--- config.mk ---
export PLATFORM = sky130hd
export DESIGN_NAME = vic_top
export DESIGN_NICKNAME = d
export VERILOG_FILES = /design/src/design/vic_pkg.sv /design/src/design/vic_irq_group.sv /design/src/design/vic_top.sv
export SDC_FILE = /design/constraint.sdc
export NUM_CORES = 1
export LEC_CHECK = 0
export ABC_CLOCK_PERIOD_IN_PS = 1990
export BUFFER_PORTS_ARGS = -buffer_cell sky130_fd_sc_hd__buf_2
export CAP_MARGIN = 10
export CORE_AREA = 2 2 190 99
export CTS_CLUSTER_DIAMETER = 120
export DETAILED_ROUTE_END_ITERATION = 12
export DIE_AREA = 0 0 192 101
export PLACE_DENSITY_LB_ADDON = 0.08
export SKIP_LAST_GASP = 1
export SYNTH_ARGS = -nofsm -noshare
export SYNTH_HDL_FRONTEND = slang
export SYNTH_SLANG_ARGS = --single-unit
--- constraint.sdc ---
create_clock -name MCLK_IN -period 1.99 [get_ports MCLK_IN]
set_clock_uncertainty 0.2 [all_clocks]
set_input_delay 0.398 -clock MCLK_IN [delete_from_list [all_inputs] [get_ports MCLK_IN]]
set_output_delay 0.398 -clock MCLK_IN [all_outputs]
set_load 0.05 [all_outputs]
--- src/design/vic_pkg.sv ---
// package of constants and carrier types for the video interrupt controller
// assumes an 8-bit register port with a map select, all on the MCLK_IN domain
// Behaviour
// - level raw bits mirror their live condition
// - edge raw bits latch until their clear
// - pll lock, clock, encryption, cable power are level
// - key vector, link check, frequency, clock, measure are edge
// - further events keep one single asserted output
// - store mode sets status without mask, no pin
// - stored status holds until cleared; default needs mask
// - transmitter flags set on event, write one clears
// - both transmitters behave identically
// - hot plug flag is bit seven, resets zero
// - masked raw change sets status and interrupts
// - clear bit writes one to clear, self clearing
// - transmitter output needs flag and mask both set
package vic_pkg;

    // register maps selected by the map select port
    localparam logic [1:0] VIC_MAP_IO  = 2'h0;
    localparam logic [1:0] VIC_MAP_TXA = 2'h1;
    localparam logic [1:0] VIC_MAP_TXB = 2'h2;

    // io map
    localparam logic [7:0] VIC_CTL_SRC_ADDR   = 8'h3f;
    localparam logic [7:0] VIC_CTL_CFG_ADDR   = 8'h40;
    localparam int         VIC_STORE_BIT      = 4;
    localparam logic       VIC_STORE_RESET    = 1'b0;

    // receiver groups: raw, status, clear and mask at fixed offsets from a base
    localparam int              VIC_RX_GROUPS = 4;
    localparam logic [3:0][7:0] VIC_RX_BASE   = {8'h72, 8'h6c, 8'h66, 8'h60};
    localparam logic [3:0][7:0] VIC_RX_LEVEL  = {8'h00, 8'h00, 8'hff, 8'hff};
    localparam logic [7:0]      VIC_RAW_OFS   = 8'h00;
    localparam logic [7:0]      VIC_ST_OFS    = 8'h01;
    localparam logic [7:0]      VIC_CLR_OFS   = 8'h02;
    localparam logic [7:0]      VIC_MB_OFS    = 8'h04;

    // group 3 bit positions
    localparam int VIC_FREQ_BIT = 0;
    localparam int VIC_VCLK_BIT = 1;
    localparam int VIC_MEAS_BIT = 2;

    // transmitter main map
    localparam logic [7:0] VIC_TX_MB_ADDR  = 8'h94;
    localparam logic [7:0] VIC_TX_ST_ADDR  = 8'h96;
    localparam int         VIC_TX_HPD_BIT  = 7;
    localparam logic [7:0] VIC_BYTE_RESET  = 8'h00;
    localparam int         VIC_LEVEL_SRCS  = 16;

    typedef struct packed {
        logic [7:0] raw;
        logic [7:0] st;
        logic [7:0] mb;
    } vic_grp_t;

    typedef struct packed {
        logic [1:0] map;
        logic [7:0] addr;
        logic [7:0] wdata;
        logic       wr;
        logic       rd;
    } vic_req_t;

    typedef struct packed {
        logic [VIC_LEVEL_SRCS-1:0] sync1;
        logic [VIC_LEVEL_SRCS-1:0] sync2;
        logic                      store;
        logic [7:0]                rdata;
        logic                      rvalid;
        logic                      pin;
    } vic_top_t;

endpackage : vic_pkg

--- src/design/vic_irq_group.sv ---
// one group of eight interrupt sources with raw, status and mask bytes
// assumes sources are synchronous to clk_in; clear vector is a one-cycle pulse
`timescale 1ns/1ps
module vic_irq_group import vic_pkg::*; #(
    parameter logic [7:0] LEVEL_BITS   = 8'h00,
    parameter logic       STORE_ALWAYS = 1'b0
) (
    input  wire logic       clk_in,
    input  wire logic       rst_b_in,
    input  wire logic [7:0] src_in,
    input  wire logic       store_all_in,
    input  wire logic       mask_we_in,
    input  wire logic       clr_we_in,
    input  wire logic [7:0] wdata_in,
    output logic      [7:0] raw_out,
    output logic      [7:0] st_out,
    output logic      [7:0] mb_out,
    output logic            irq_out
);

    vic_grp_t   s_q;
    vic_grp_t   s_d;
    logic [7:0] clr_vec;
    logic [7:0] chg;
    logic [7:0] set_vec;

    always_comb begin
        clr_vec = clr_we_in ? wdata_in : VIC_BYTE_RESET;
        // level bits report any change, edge bits report the pulse itself
        chg     = (LEVEL_BITS & (src_in ^ s_q.raw)) | (~LEVEL_BITS & src_in);
        set_vec = chg & (s_q.mb | {8{store_all_in | STORE_ALWAYS}});
        s_d     = s_q;
        s_d.raw = (LEVEL_BITS & src_in)
                | (~LEVEL_BITS & (src_in | (s_q.raw & ~clr_vec)));
        s_d.st  = set_vec | (s_q.st & ~clr_vec);
        if (mask_we_in) begin
            s_d.mb = wdata_in;
        end
    end

    always_ff @(posedge clk_in or negedge rst_b_in) begin
        if (!rst_b_in) begin
            s_q <= '{raw: VIC_BYTE_RESET, st: VIC_BYTE_RESET, mb: VIC_BYTE_RESET};
        end else begin
            s_q <= s_d;
        end
    end

    assign raw_out = s_q.raw;
    assign st_out  = s_q.st;
    assign mb_out  = s_q.mb;
    assign irq_out = |(s_q.st & s_q.mb);
endmodule : vic_irq_group

--- src/design/vic_top.sv ---
// interrupt controller: four receiver groups, two transmitter sections, one pin
// assumes register port and event pulses run on MCLK_IN; level conditions are asynchronous
`timescale 1ns/1ps
module vic_top import vic_pkg::*; (
    input  wire logic       MCLK_IN,
    input  wire logic       RST_B_IN,
    input  wire logic [1:0] REG_MAP_SEL_IN,
    input  wire logic [7:0] REG_ADDR_IN,
    input  wire logic [7:0] REG_WDATA_IN,
    input  wire logic       REG_WR_IN,
    input  wire logic       REG_RD_IN,
    input  wire logic [3:0] PORT_LINK_PLL_LOCK_LIVE_IN,
    input  wire logic [3:0] PORT_LINK_CLOCK_PRESENT_IN,
    input  wire logic [3:0] PORT_ENCRYPTION_ACTIVE_IN,
    input  wire logic [3:0] PORT_CABLE_POWER_SEEN_IN,
    input  wire logic [3:0] PORT_KEY_VECTOR_WRITTEN_IN,
    input  wire logic [3:0] PORT_LINK_CHECK_EXPIRED_IN,
    input  wire logic       LINK_FREQUENCY_CHANGED_EVENT_IN,
    input  wire logic       VIDEO_CLOCK_CHANGE_EVENT_IN,
    input  wire logic       BACKGROUND_MEASURE_DONE_EVENT_IN,
    input  wire logic [7:0] FIRST_TRANSMITTER_EVENTS_IN,
    input  wire logic [7:0] SECOND_TRANSMITTER_EVENTS_IN,
    output logic      [7:0] REG_RDATA_OUT,
    output logic            REG_RDATA_VALID_OUT,
    output logic            PRIMARY_INTERRUPT_OUT
);

    vic_top_t              s_q;
    vic_top_t              s_d;
    vic_req_t              req;
    logic [3:0][7:0]       rx_src;
    logic [3:0][7:0]       rx_raw;
    logic [3:0][7:0]       rx_st;
    logic [3:0][7:0]       rx_mb;
    logic [3:0]            rx_grp_irq;
    logic [3:0]            rx_mask_we;
    logic [3:0]            rx_clr_we;
    logic [7:0]            txa_st;
    logic [7:0]            txa_mb;
    logic [7:0]            txb_st;
    logic [7:0]            txb_mb;
    logic                  txa_irq;
    logic                  txb_irq;
    logic                  rx_irq;
    logic                  io_wr;
    logic                  txa_wr;
    logic                  txb_wr;
    logic [7:0]            rd_mux;

    assign req = '{map: REG_MAP_SEL_IN, addr: REG_ADDR_IN, wdata: REG_WDATA_IN,
                   wr: REG_WR_IN, rd: REG_RD_IN};

    // level conditions arrive asynchronously, so only the second stage feeds the groups
    // one process drives every group source so the packed array has a single driver
    always_comb begin
        rx_src[0]               = {s_q.sync2[7:4], s_q.sync2[3:0]};
        rx_src[1]               = {s_q.sync2[15:12], s_q.sync2[11:8]};
        rx_src[2]               = {PORT_LINK_CHECK_EXPIRED_IN, PORT_KEY_VECTOR_WRITTEN_IN};
        rx_src[3]               = VIC_BYTE_RESET;
        rx_src[3][VIC_FREQ_BIT] = LINK_FREQUENCY_CHANGED_EVENT_IN;
        rx_src[3][VIC_VCLK_BIT] = VIDEO_CLOCK_CHANGE_EVENT_IN;
        rx_src[3][VIC_MEAS_BIT] = BACKGROUND_MEASURE_DONE_EVENT_IN;
    end

    assign io_wr  = req.wr && (req.map == VIC_MAP_IO);
    assign txa_wr = req.wr && (req.map == VIC_MAP_TXA);
    assign txb_wr = req.wr && (req.map == VIC_MAP_TXB);

    always_comb begin
        for (int g = 0; g < VIC_RX_GROUPS; g++) begin
            rx_mask_we[g] = io_wr && (req.addr == (VIC_RX_BASE[g] + VIC_MB_OFS));
            rx_clr_we[g]  = io_wr && (req.addr == (VIC_RX_BASE[g] + VIC_CLR_OFS));
        end
    end

    for (genvar g = 0; g < VIC_RX_GROUPS; g++) begin : g_rx
        vic_irq_group #(
            .LEVEL_BITS   (VIC_RX_LEVEL[g]),
            .STORE_ALWAYS (1'b0)
        ) u_grp (
            .clk_in       (MCLK_IN),
            .rst_b_in     (RST_B_IN),
            .src_in       (rx_src[g]),
            .store_all_in (s_q.store),
            .mask_we_in   (rx_mask_we[g]),
            .clr_we_in    (rx_clr_we[g]),
            .wdata_in     (req.wdata),
            .raw_out      (rx_raw[g]),
            .st_out       (rx_st[g]),
            .mb_out       (rx_mb[g]),
            .irq_out      (rx_grp_irq[g])
        );
    end

    // transmitter flags latch on every event; masks only gate the section output
    vic_irq_group #(
        .LEVEL_BITS   (8'h00),
        .STORE_ALWAYS (1'b1)
    ) u_txa (
        .clk_in       (MCLK_IN),
        .rst_b_in     (RST_B_IN),
        .src_in       (FIRST_TRANSMITTER_EVENTS_IN),
        .store_all_in (1'b0),
        .mask_we_in   (txa_wr && (req.addr == VIC_TX_MB_ADDR)),
        .clr_we_in    (txa_wr && (req.addr == VIC_TX_ST_ADDR)),
        .wdata_in     (req.wdata),
        .raw_out      (),
        .st_out       (txa_st),
        .mb_out       (txa_mb),
        .irq_out      (txa_irq)
    );

    vic_irq_group #(
        .LEVEL_BITS   (8'h00),
        .STORE_ALWAYS (1'b1)
    ) u_txb (
        .clk_in       (MCLK_IN),
        .rst_b_in     (RST_B_IN),
        .src_in       (SECOND_TRANSMITTER_EVENTS_IN),
        .store_all_in (1'b0),
        .mask_we_in   (txb_wr && (req.addr == VIC_TX_MB_ADDR)),
        .clr_we_in    (txb_wr && (req.addr == VIC_TX_ST_ADDR)),
        .wdata_in     (req.wdata),
        .raw_out      (),
        .st_out       (txb_st),
        .mb_out       (txb_mb),
        .irq_out      (txb_irq)
    );

    assign rx_irq = |rx_grp_irq;

    // clear registers always read back zero since they self clear
    always_comb begin
        rd_mux = VIC_BYTE_RESET;
        if (req.map == VIC_MAP_IO) begin
            if (req.addr == VIC_CTL_SRC_ADDR) begin
                rd_mux = {5'h00, ~txb_irq, ~txa_irq, rx_irq};
            end else if (req.addr == VIC_CTL_CFG_ADDR) begin
                rd_mux[VIC_STORE_BIT] = s_q.store;
            end else begin
                for (int g = 0; g < VIC_RX_GROUPS; g++) begin
                    if (req.addr == (VIC_RX_BASE[g] + VIC_RAW_OFS)) begin
                        rd_mux = rx_raw[g];
                    end else if (req.addr == (VIC_RX_BASE[g] + VIC_ST_OFS)) begin
                        rd_mux = rx_st[g];
                    end else if (req.addr == (VIC_RX_BASE[g] + VIC_MB_OFS)) begin
                        rd_mux = rx_mb[g];
                    end
                end
            end
        end else if (req.map == VIC_MAP_TXA) begin
            if (req.addr == VIC_TX_ST_ADDR) begin
                rd_mux = txa_st;
            end else if (req.addr == VIC_TX_MB_ADDR) begin
                rd_mux = txa_mb;
            end
        end else if (req.map == VIC_MAP_TXB) begin
            if (req.addr == VIC_TX_ST_ADDR) begin
                rd_mux = txb_st;
            end else if (req.addr == VIC_TX_MB_ADDR) begin
                rd_mux = txb_mb;
            end
        end
    end

    always_comb begin
        s_d        = s_q;
        s_d.sync1  = {PORT_CABLE_POWER_SEEN_IN, PORT_ENCRYPTION_ACTIVE_IN,
                      PORT_LINK_CLOCK_PRESENT_IN, PORT_LINK_PLL_LOCK_LIVE_IN};
        s_d.sync2  = s_q.sync1;
        s_d.rvalid = req.rd;
        if (req.rd) begin
            s_d.rdata = rd_mux;
        end
        if (io_wr && (req.addr == VIC_CTL_CFG_ADDR)) begin
            s_d.store = req.wdata[VIC_STORE_BIT];
        end
        // one level output: later events while it is high do not pulse it again
        s_d.pin    = rx_irq | txa_irq | txb_irq;
    end

    always_ff @(posedge MCLK_IN or negedge RST_B_IN) begin
        if (!RST_B_IN) begin
            s_q <= '{sync1: '0, sync2: '0, store: VIC_STORE_RESET, rdata: VIC_BYTE_RESET,
                     rvalid: 1'b0, pin: 1'b0};
        end else begin
            s_q <= s_d;
        end
    end

    assign REG_RDATA_OUT         = s_q.rdata;
    assign REG_RDATA_VALID_OUT   = s_q.rvalid;
    assign PRIMARY_INTERRUPT_OUT = s_q.pin;
endmodule : vic_top

-- Yosys cells after proc, flatten, opt, wreduce, memory -nomap -nowiden
Index checks and enable logic that the tools add are counted.
- register bits: 171
- input bits: 65
- output and inout port bits: 10
- logic and storage cells: 135
- eq/ne operators: 22
- multiplexer cells: 29
- bitwise logic cells: 42
- reductions and logical operators: 20
- operators by type and width (operator ; number):
    two-way mux 8 bit ; 26
    AND 8 bit ; 17
    == test 8 x 7 -> 1 bit (second input constant) ; 17
    bitwise OR 8 bit ; 11
    NOT 8 bit ; 6
    OR reduction 32 bit ; 1
    == test 8 bit (second input constant) ; 2
    logical AND 1 bit ; 16
    OR reduction 8 bit ; 2
    XOR 8 bit ; 2
    AND 3 x 8 -> 8 bit ; 1
    == test 8 x 6 -> 1 bit (second input constant) ; 1
    bitwise OR 3 x 8 -> 8 bit ; 1
    two-way mux 4 bit ; 1
    two-way mux 3 bit ; 1
    == test 2 x 1 -> 1 bit (second input constant) ; 1
    == test 2 bit (second input constant) ; 1
    logical NOT 2 bit ; 1
    NOT 1 bit ; 2
    bitwise OR 1 bit ; 2
    two-way mux 1 bit ; 1

-- Logic depth before layout (Yosys ltp)
- depth in word-level cells: 16
- mapped depth: 9

-- Hierarchy
A second synthesis with hierarchy kept.
- cell total of the unflattened synthesis: 766
- area total of the unflattened synthesis: 8872.3 um^2
- by module, submodules not included (module ; instances ; cells an instance ; area each (um^2) ; sequential area each (um^2)):
    vic_top ; 1 ; 354 ; 3096.7 ; 1076.0
    vic_irq_group at g_rx[2].u_grp ... ; 2 ; 71 ; 985.9 ; 600.6
    vic_irq_group at g_rx[0].u_grp ... ; 2 ; 72 ; 978.4 ; 600.6
    vic_irq_group at u_txa ... ; 2 ; 63 ; 923.4 ; 600.6

-- Worst setup path before layout
OpenSTA, ideal clock, no wires.
- path type: input port to flip-flop
- start: in REG_ADDR_IN[2]
- end: reg s_q (netlist bit REG_RDATA_OUT[6])
- arrival: 1955 ps
- required time: 1665 ps
- setup slack: -290 ps
- stages: 6
- path through: buf_6 > or4_4 > or4_4 > and3_4 > a311oi_2 > o21ai_1
- word-level cells in the longest chain between the ends: 16
- elaborated cells on any way between the ends: 37
- those cells by class: 16 x eq/ne; 21 x mux
- ends and longest elaborated chain (element ; line ; RTL):
    start, declared ; vic_top.sv:8 ; input wire logic [7:0] REG_ADDR_IN,
    == test 8 x 7 -> 1 bit ; vic_top.sv:146 ; end else if (req.addr == (VIC_RX_BASE[g] + VIC_MB_OFS)) begin
    two-way mux 8 bit ; vic_top.sv:146 ;
    two-way mux 8 bit ; vic_top.sv:144 ; end else if (req.addr == (VIC_RX_BASE[g] + VIC_ST_OFS)) begin
    two-way mux 8 bit ; vic_top.sv:142 ; if (req.addr == (VIC_RX_BASE[g] + VIC_RAW_OFS)) begin
    two-way mux 8 bit ; vic_top.sv:146 ;
    two-way mux 8 bit ; vic_top.sv:144 ;
    two-way mux 8 bit ; vic_top.sv:142 ;
    two-way mux 8 bit ; vic_top.sv:146 ;
    two-way mux 8 bit ; vic_top.sv:144 ;
    two-way mux 8 bit ; vic_top.sv:142 ;
    two-way mux 8 bit ; vic_top.sv:146 ;
    two-way mux 8 bit ; vic_top.sv:144 ;
    two-way mux 8 bit ; vic_top.sv:142 ;
    two-way mux 3 bit ; vic_top.sv:138 ; end else if (req.addr == VIC_CTL_CFG_ADDR) begin
    two-way mux 8 bit ; vic_top.sv:136 ; if (req.addr == VIC_CTL_SRC_ADDR) begin
    two-way mux 8 bit * ; vic_top.sv:135 ; if (req.map == VIC_MAP_IO) begin
    end signal, assigned ; vic_top.sv:184 ; s_q <= '{sync1: '0, sync2: '0, store: VIC_STORE_RESET, rdata: VIC_BYTE_RESET,
    end, declared ; vic_top.sv:28 ; vic_top_t s_q;
Every way passes the cells marked *; elsewhere a longest branch is shown, timed or not.
A chain may end at the register's enable or synchronous reset.

-- Final worst setup path
- start: reg g_rx[1].u_grp.s_q (netlist bit g_rx[1].u_grp.st_out[4])
- end: reg s_q (netlist bit REG_RDATA_OUT[0])
- word-level cells in the longest chain between the ends: 4
- ends and longest elaborated chain (element ; line ; RTL):
    start, declared ; vic_irq_group.sv:21 ; vic_grp_t s_q;
    start signal, assigned ; vic_irq_group.sv:43 ; s_q <= '{raw: VIC_BYTE_RESET, st: VIC_BYTE_RESET, mb: VIC_BYTE_RESET};
    AND 8 bit ; vic_irq_group.sv:52 ; assign irq_out = |(s_q.st & s_q.mb);
    OR reduction 32 bit ; vic_top.sv:130 ; assign rx_irq = |rx_grp_irq;
    two-way mux 8 bit ; vic_top.sv:136 ;
    two-way mux 8 bit ; vic_top.sv:135 ;
No other way between the ends.

==> metrics.md <==
| Metric | Value |
|---|---|
| Hpwl dp | `22.10 mm` |
| P_leak | `4.872 nW` |
| Routed via count | `7106` |
| GR Util All Layers | `0.3112` |
| Final Hold Fails | `0` |
| Slew headroom | `0.6356` |
| Syn Inst Count | `699` |
| Worst r2r src | `g_rx[1].u_grp.st_out[4]$_DFF_PN0_` |
| CTS tree | `done` |
| Clock sink count | `171` |
| Fin crit share | `1.046` |
| Worst-path clk slew | `70 ps` |
| WS Path Type | `flip-flop to flip-flop` |
| Die width | `192 µm` |
| Fraction of registers with async set or reset after synthesis | `1.000` |
| Die area | `19390 µm²` |
| Tightest Pin Transition | `546.6 ps` |
| Layout cells sized above 1 | `0.3709` |
| Post-synth EDFFs | `0` |
| Final worst slack | `-91.49 ps` |
| Cell taking the most area after synthesis | `dfrtp_1` |
| Vias in the first global route | `6933` |
| Most instantiated library cell after synthesis | `dfrtp_1` |
| Crit path max fanout | `2` |
| Synth Flop Type | `dfrtp_1` |
| # DRC | `0` |
| Drt initial violations | `801` |
| Warnings, synthesis | `0` |
| R2R Setup Slk | `-90 ps` |
| Status | `finished with violations` |
| Arrival time at the worst endpoint | `2200 ps` |
| PortBufs | `74` |
| Synth cell types | `66` |
| Main area contributors after synthesis | `dfrtp_1, mux2_2, a21o_1, nand2_1, a22oi_1` |
| Synthesis-stage register bit count | `171` |
| Worst Hold Class | `flip-flop to flip-flop` |
| Largest net degree at the start of global routing | `56` |
| Commonest cells post-synth | `dfrtp_1, nand2_1, mux2_2` |
| Number of nets in the final layout | `1020` |
| RSZ-0062 raised after global routing | `yes` |
| Final Instance Area | `10820 µm²` |
| H-tree Lvls | `4` |
| Post-route ant nets | `0` |
| Area grow syn2layout | `38.04%` |
| Clk_lat worst skew | `430 ps` |
| Maxcap violations | `0` |
| Worst EP required | `2100 ps` |
| Longest Clk Path Bufs | `2` |
| Vias per cell | `5.878` |
| Core ar. | `17870 µm²` |
| TritonRoute pass-1 iters | `6` |
| Die height | `101 µm` |
| Dpl cells | `1121` |
| Grt ovf | `0` |
| WHS Endpoint | `rx_src[9]$_DFF_PN0_` |
| Worst hold path stage count | `0` |
| Hold Startpoint | `s_d[20]$_DFF_PN0_` |
| Post-synth top area share | `0.5462` |
| Net Count, Synth | `764` |
| Post-DP Area | `9538 µm²` |
| RR Endpoint | `REG_RDATA_OUT[0]$_DFFE_PN0P_` |
| Register area share after synthesis | `0.5462` |
| Dpl ws | `-588.7 ps` |
| Peak VDD IR | `0.5628 mV` |
| Fmax achieved | `0.4804 GHz` |
| CP startpoint kind | `flip-flop` |
| Synthesized cell area | `7835 µm²` |
| Finished Layout Cells | `1209` |
| GPL Wtd Cong | `0.9770` |
| Pins Over Slew Limit | `0` |
| Antenna violations before repair | `1` |
| Violated checks | `setup timing` |
| Pwr dens | `777.1 nW/µm²` |
| Clock Root Buffer | `clkbuf_16` |
| Final wirelength | `28.85 mm` |
| Worst setup EP type | `flip-flop` |
| Final Core Density | `0.6053` |
| Starting Density | `0.4385` |
| Rows | `35` |
| Minimum clock period after layout | `2081 ps` |
| Endpoints failing setup | `1` |
| Global-route wire length before repair | `43.00 mm` |
| Num CTS Buffers | `17` |
| WL/cell | `23.86 µm` |
| R2R cell count | `8` |
| Io pins | `75` |
| Mapped Avg Cell Area | `11.21 µm²` |
| Total negative slack | `-91.49 ps` |
## cells in the final DEF, fill, tap and decap left out, drive strengths merged, types with 3 or more instances in the layout
master	instances
inv	12
buf	224
nor3	15
nor4	5
nand4	9
nand2b	7
a21oi	30
o22ai	18
mux2i	14
clkbuf	18
a22oi	30
clkinv	5
nor2	36
nand2	77
nand4bb	3
nand3	10
and2	3
a2bb2oi	3
a31oi	6
a21o	43
a211oi	3
o211ai	6
dlygate4sd3	45
o31ai	3
dfrtp	171
or4	6
a221oi	5
mux2	56
o2bb2ai	7
a21boi	10
o21a	4
a32oi	6
o21ai	29
xnor2	3
nor2b	4
a21bo	8
a22o	5
## per-stage QoR
| stage | power [mW] | hold WS [ps] |
|---|---|---|
| finish | 8.404 | 141.4 |
| global route | 8.730 | 163.8 |
| CTS | 8.427 | 143.5 |
| detailed placement | 5.002 | 134.7 |
| global placement | 4.975 | 126.8 |
| floorplan | 4.389 | -97.59 |
## flip-flops by register name, summed over array words and instances (netlist names), 8 cells and up
name,count
u_txb.mb_out,8
g_rx.u_grp.st_out,32
REG_RDATA_OUT,8
u_txa.st_out,8
s_d,16
g_rx.u_grp.mb_out,32
u_txa.mb_out,8
rx_src,16
g_rx.u_grp.raw_out,32
u_txb.st_out,8
## report_power, final
| part | leakage, nW | internal (mW) | switching, mW |
|---|---|---|---|
| logic | 2.51 | 0.536 | 0.601 |
| clock network | 0.288 | 1.81 | 1.51 |
| registers | 2.08 | 3.71 | 0.241 |
## layer usage
layer / wire [µm] / track usage / up-vias
met5: 0 / 0 / -
met4: 263 / 0.06929 / 0
met2: 10760 / 0.3954 / 365
li1: - / - / 3155
met3: 3422 / 0.1027 / 25
met1: 14400 / 0.4973 / 3561
## final cells by class
class	count	area [µm²]
Clock buffer	18	439.2
Antenna cell	1	2.502
Multi-Input combinational cell	491	3587
Tap cell	240	300.3
Timing Repair Buffer	269	2042
Inverter	5	18.77
Clock inverter	14	146.4
Sequential cell	171	4279
Fill cell	1451	7052
## cells by family (layout without fill, tap and decap cells)
kind of cell           count (synthesis)  in the layout  share of synthesized area
AO/OA/AOI/OAI                        233            233                     0.2119
buffers and inverters                 37            306                    0.02076
AND/OR/NAND/NOR                      185            185                     0.1195
flip-flops                           171            171                     0.5462
other                                  0              1                          0
XOR/XNOR                               3              3                   0.003354
multiplexers                          70             70                    0.09837
## critical path: stages, from the launching register on
cell	delay, ps
dfrtp_1	400
a22oi_1	230
buf_4	180
nand4_1	190
nor4_4	340
buf_4	170
nor2_1	40
nor2_1	130
a221oi_2	80
## timing repair
action / CTS / global route
gates resized for setup: 10 / 23
setup buffers: 6 / 4
cloned: 0 / 0
pin swaps: 10 / 9
hold buffers: 45 / 0
endpoints found under the setup margin: 36 / 34
endpoints found under the hold margin: 80 / 0
## worst max-delay path by stage
stage,from,end,slack (ps)
floorplan,REG_ADDR_IN[2],REG_RDATA_OUT[6]$_DFFE_PN0P_,-270
global placement,REG_ADDR_IN[2],u_txa.st_out[1]$_DFF_PN0_,-610
detailed placement,REG_ADDR_IN[2],u_txb.st_out[7]$_DFF_PN0_,-590
CTS,REG_ADDR_IN[1],u_txb.st_out[7]$_DFF_PN0_,-0.6
global route,g_rx[0].u_grp.mb_out[0]$_DFFE_PN0P_,REG_RDATA_OUT[0]$_DFFE_PN0P_,-140
finish,g_rx[1].u_grp.st_out[4]$_DFF_PN0_,REG_RDATA_OUT[0]$_DFFE_PN0P_,-90
Power figures use the tool's default switching activity.
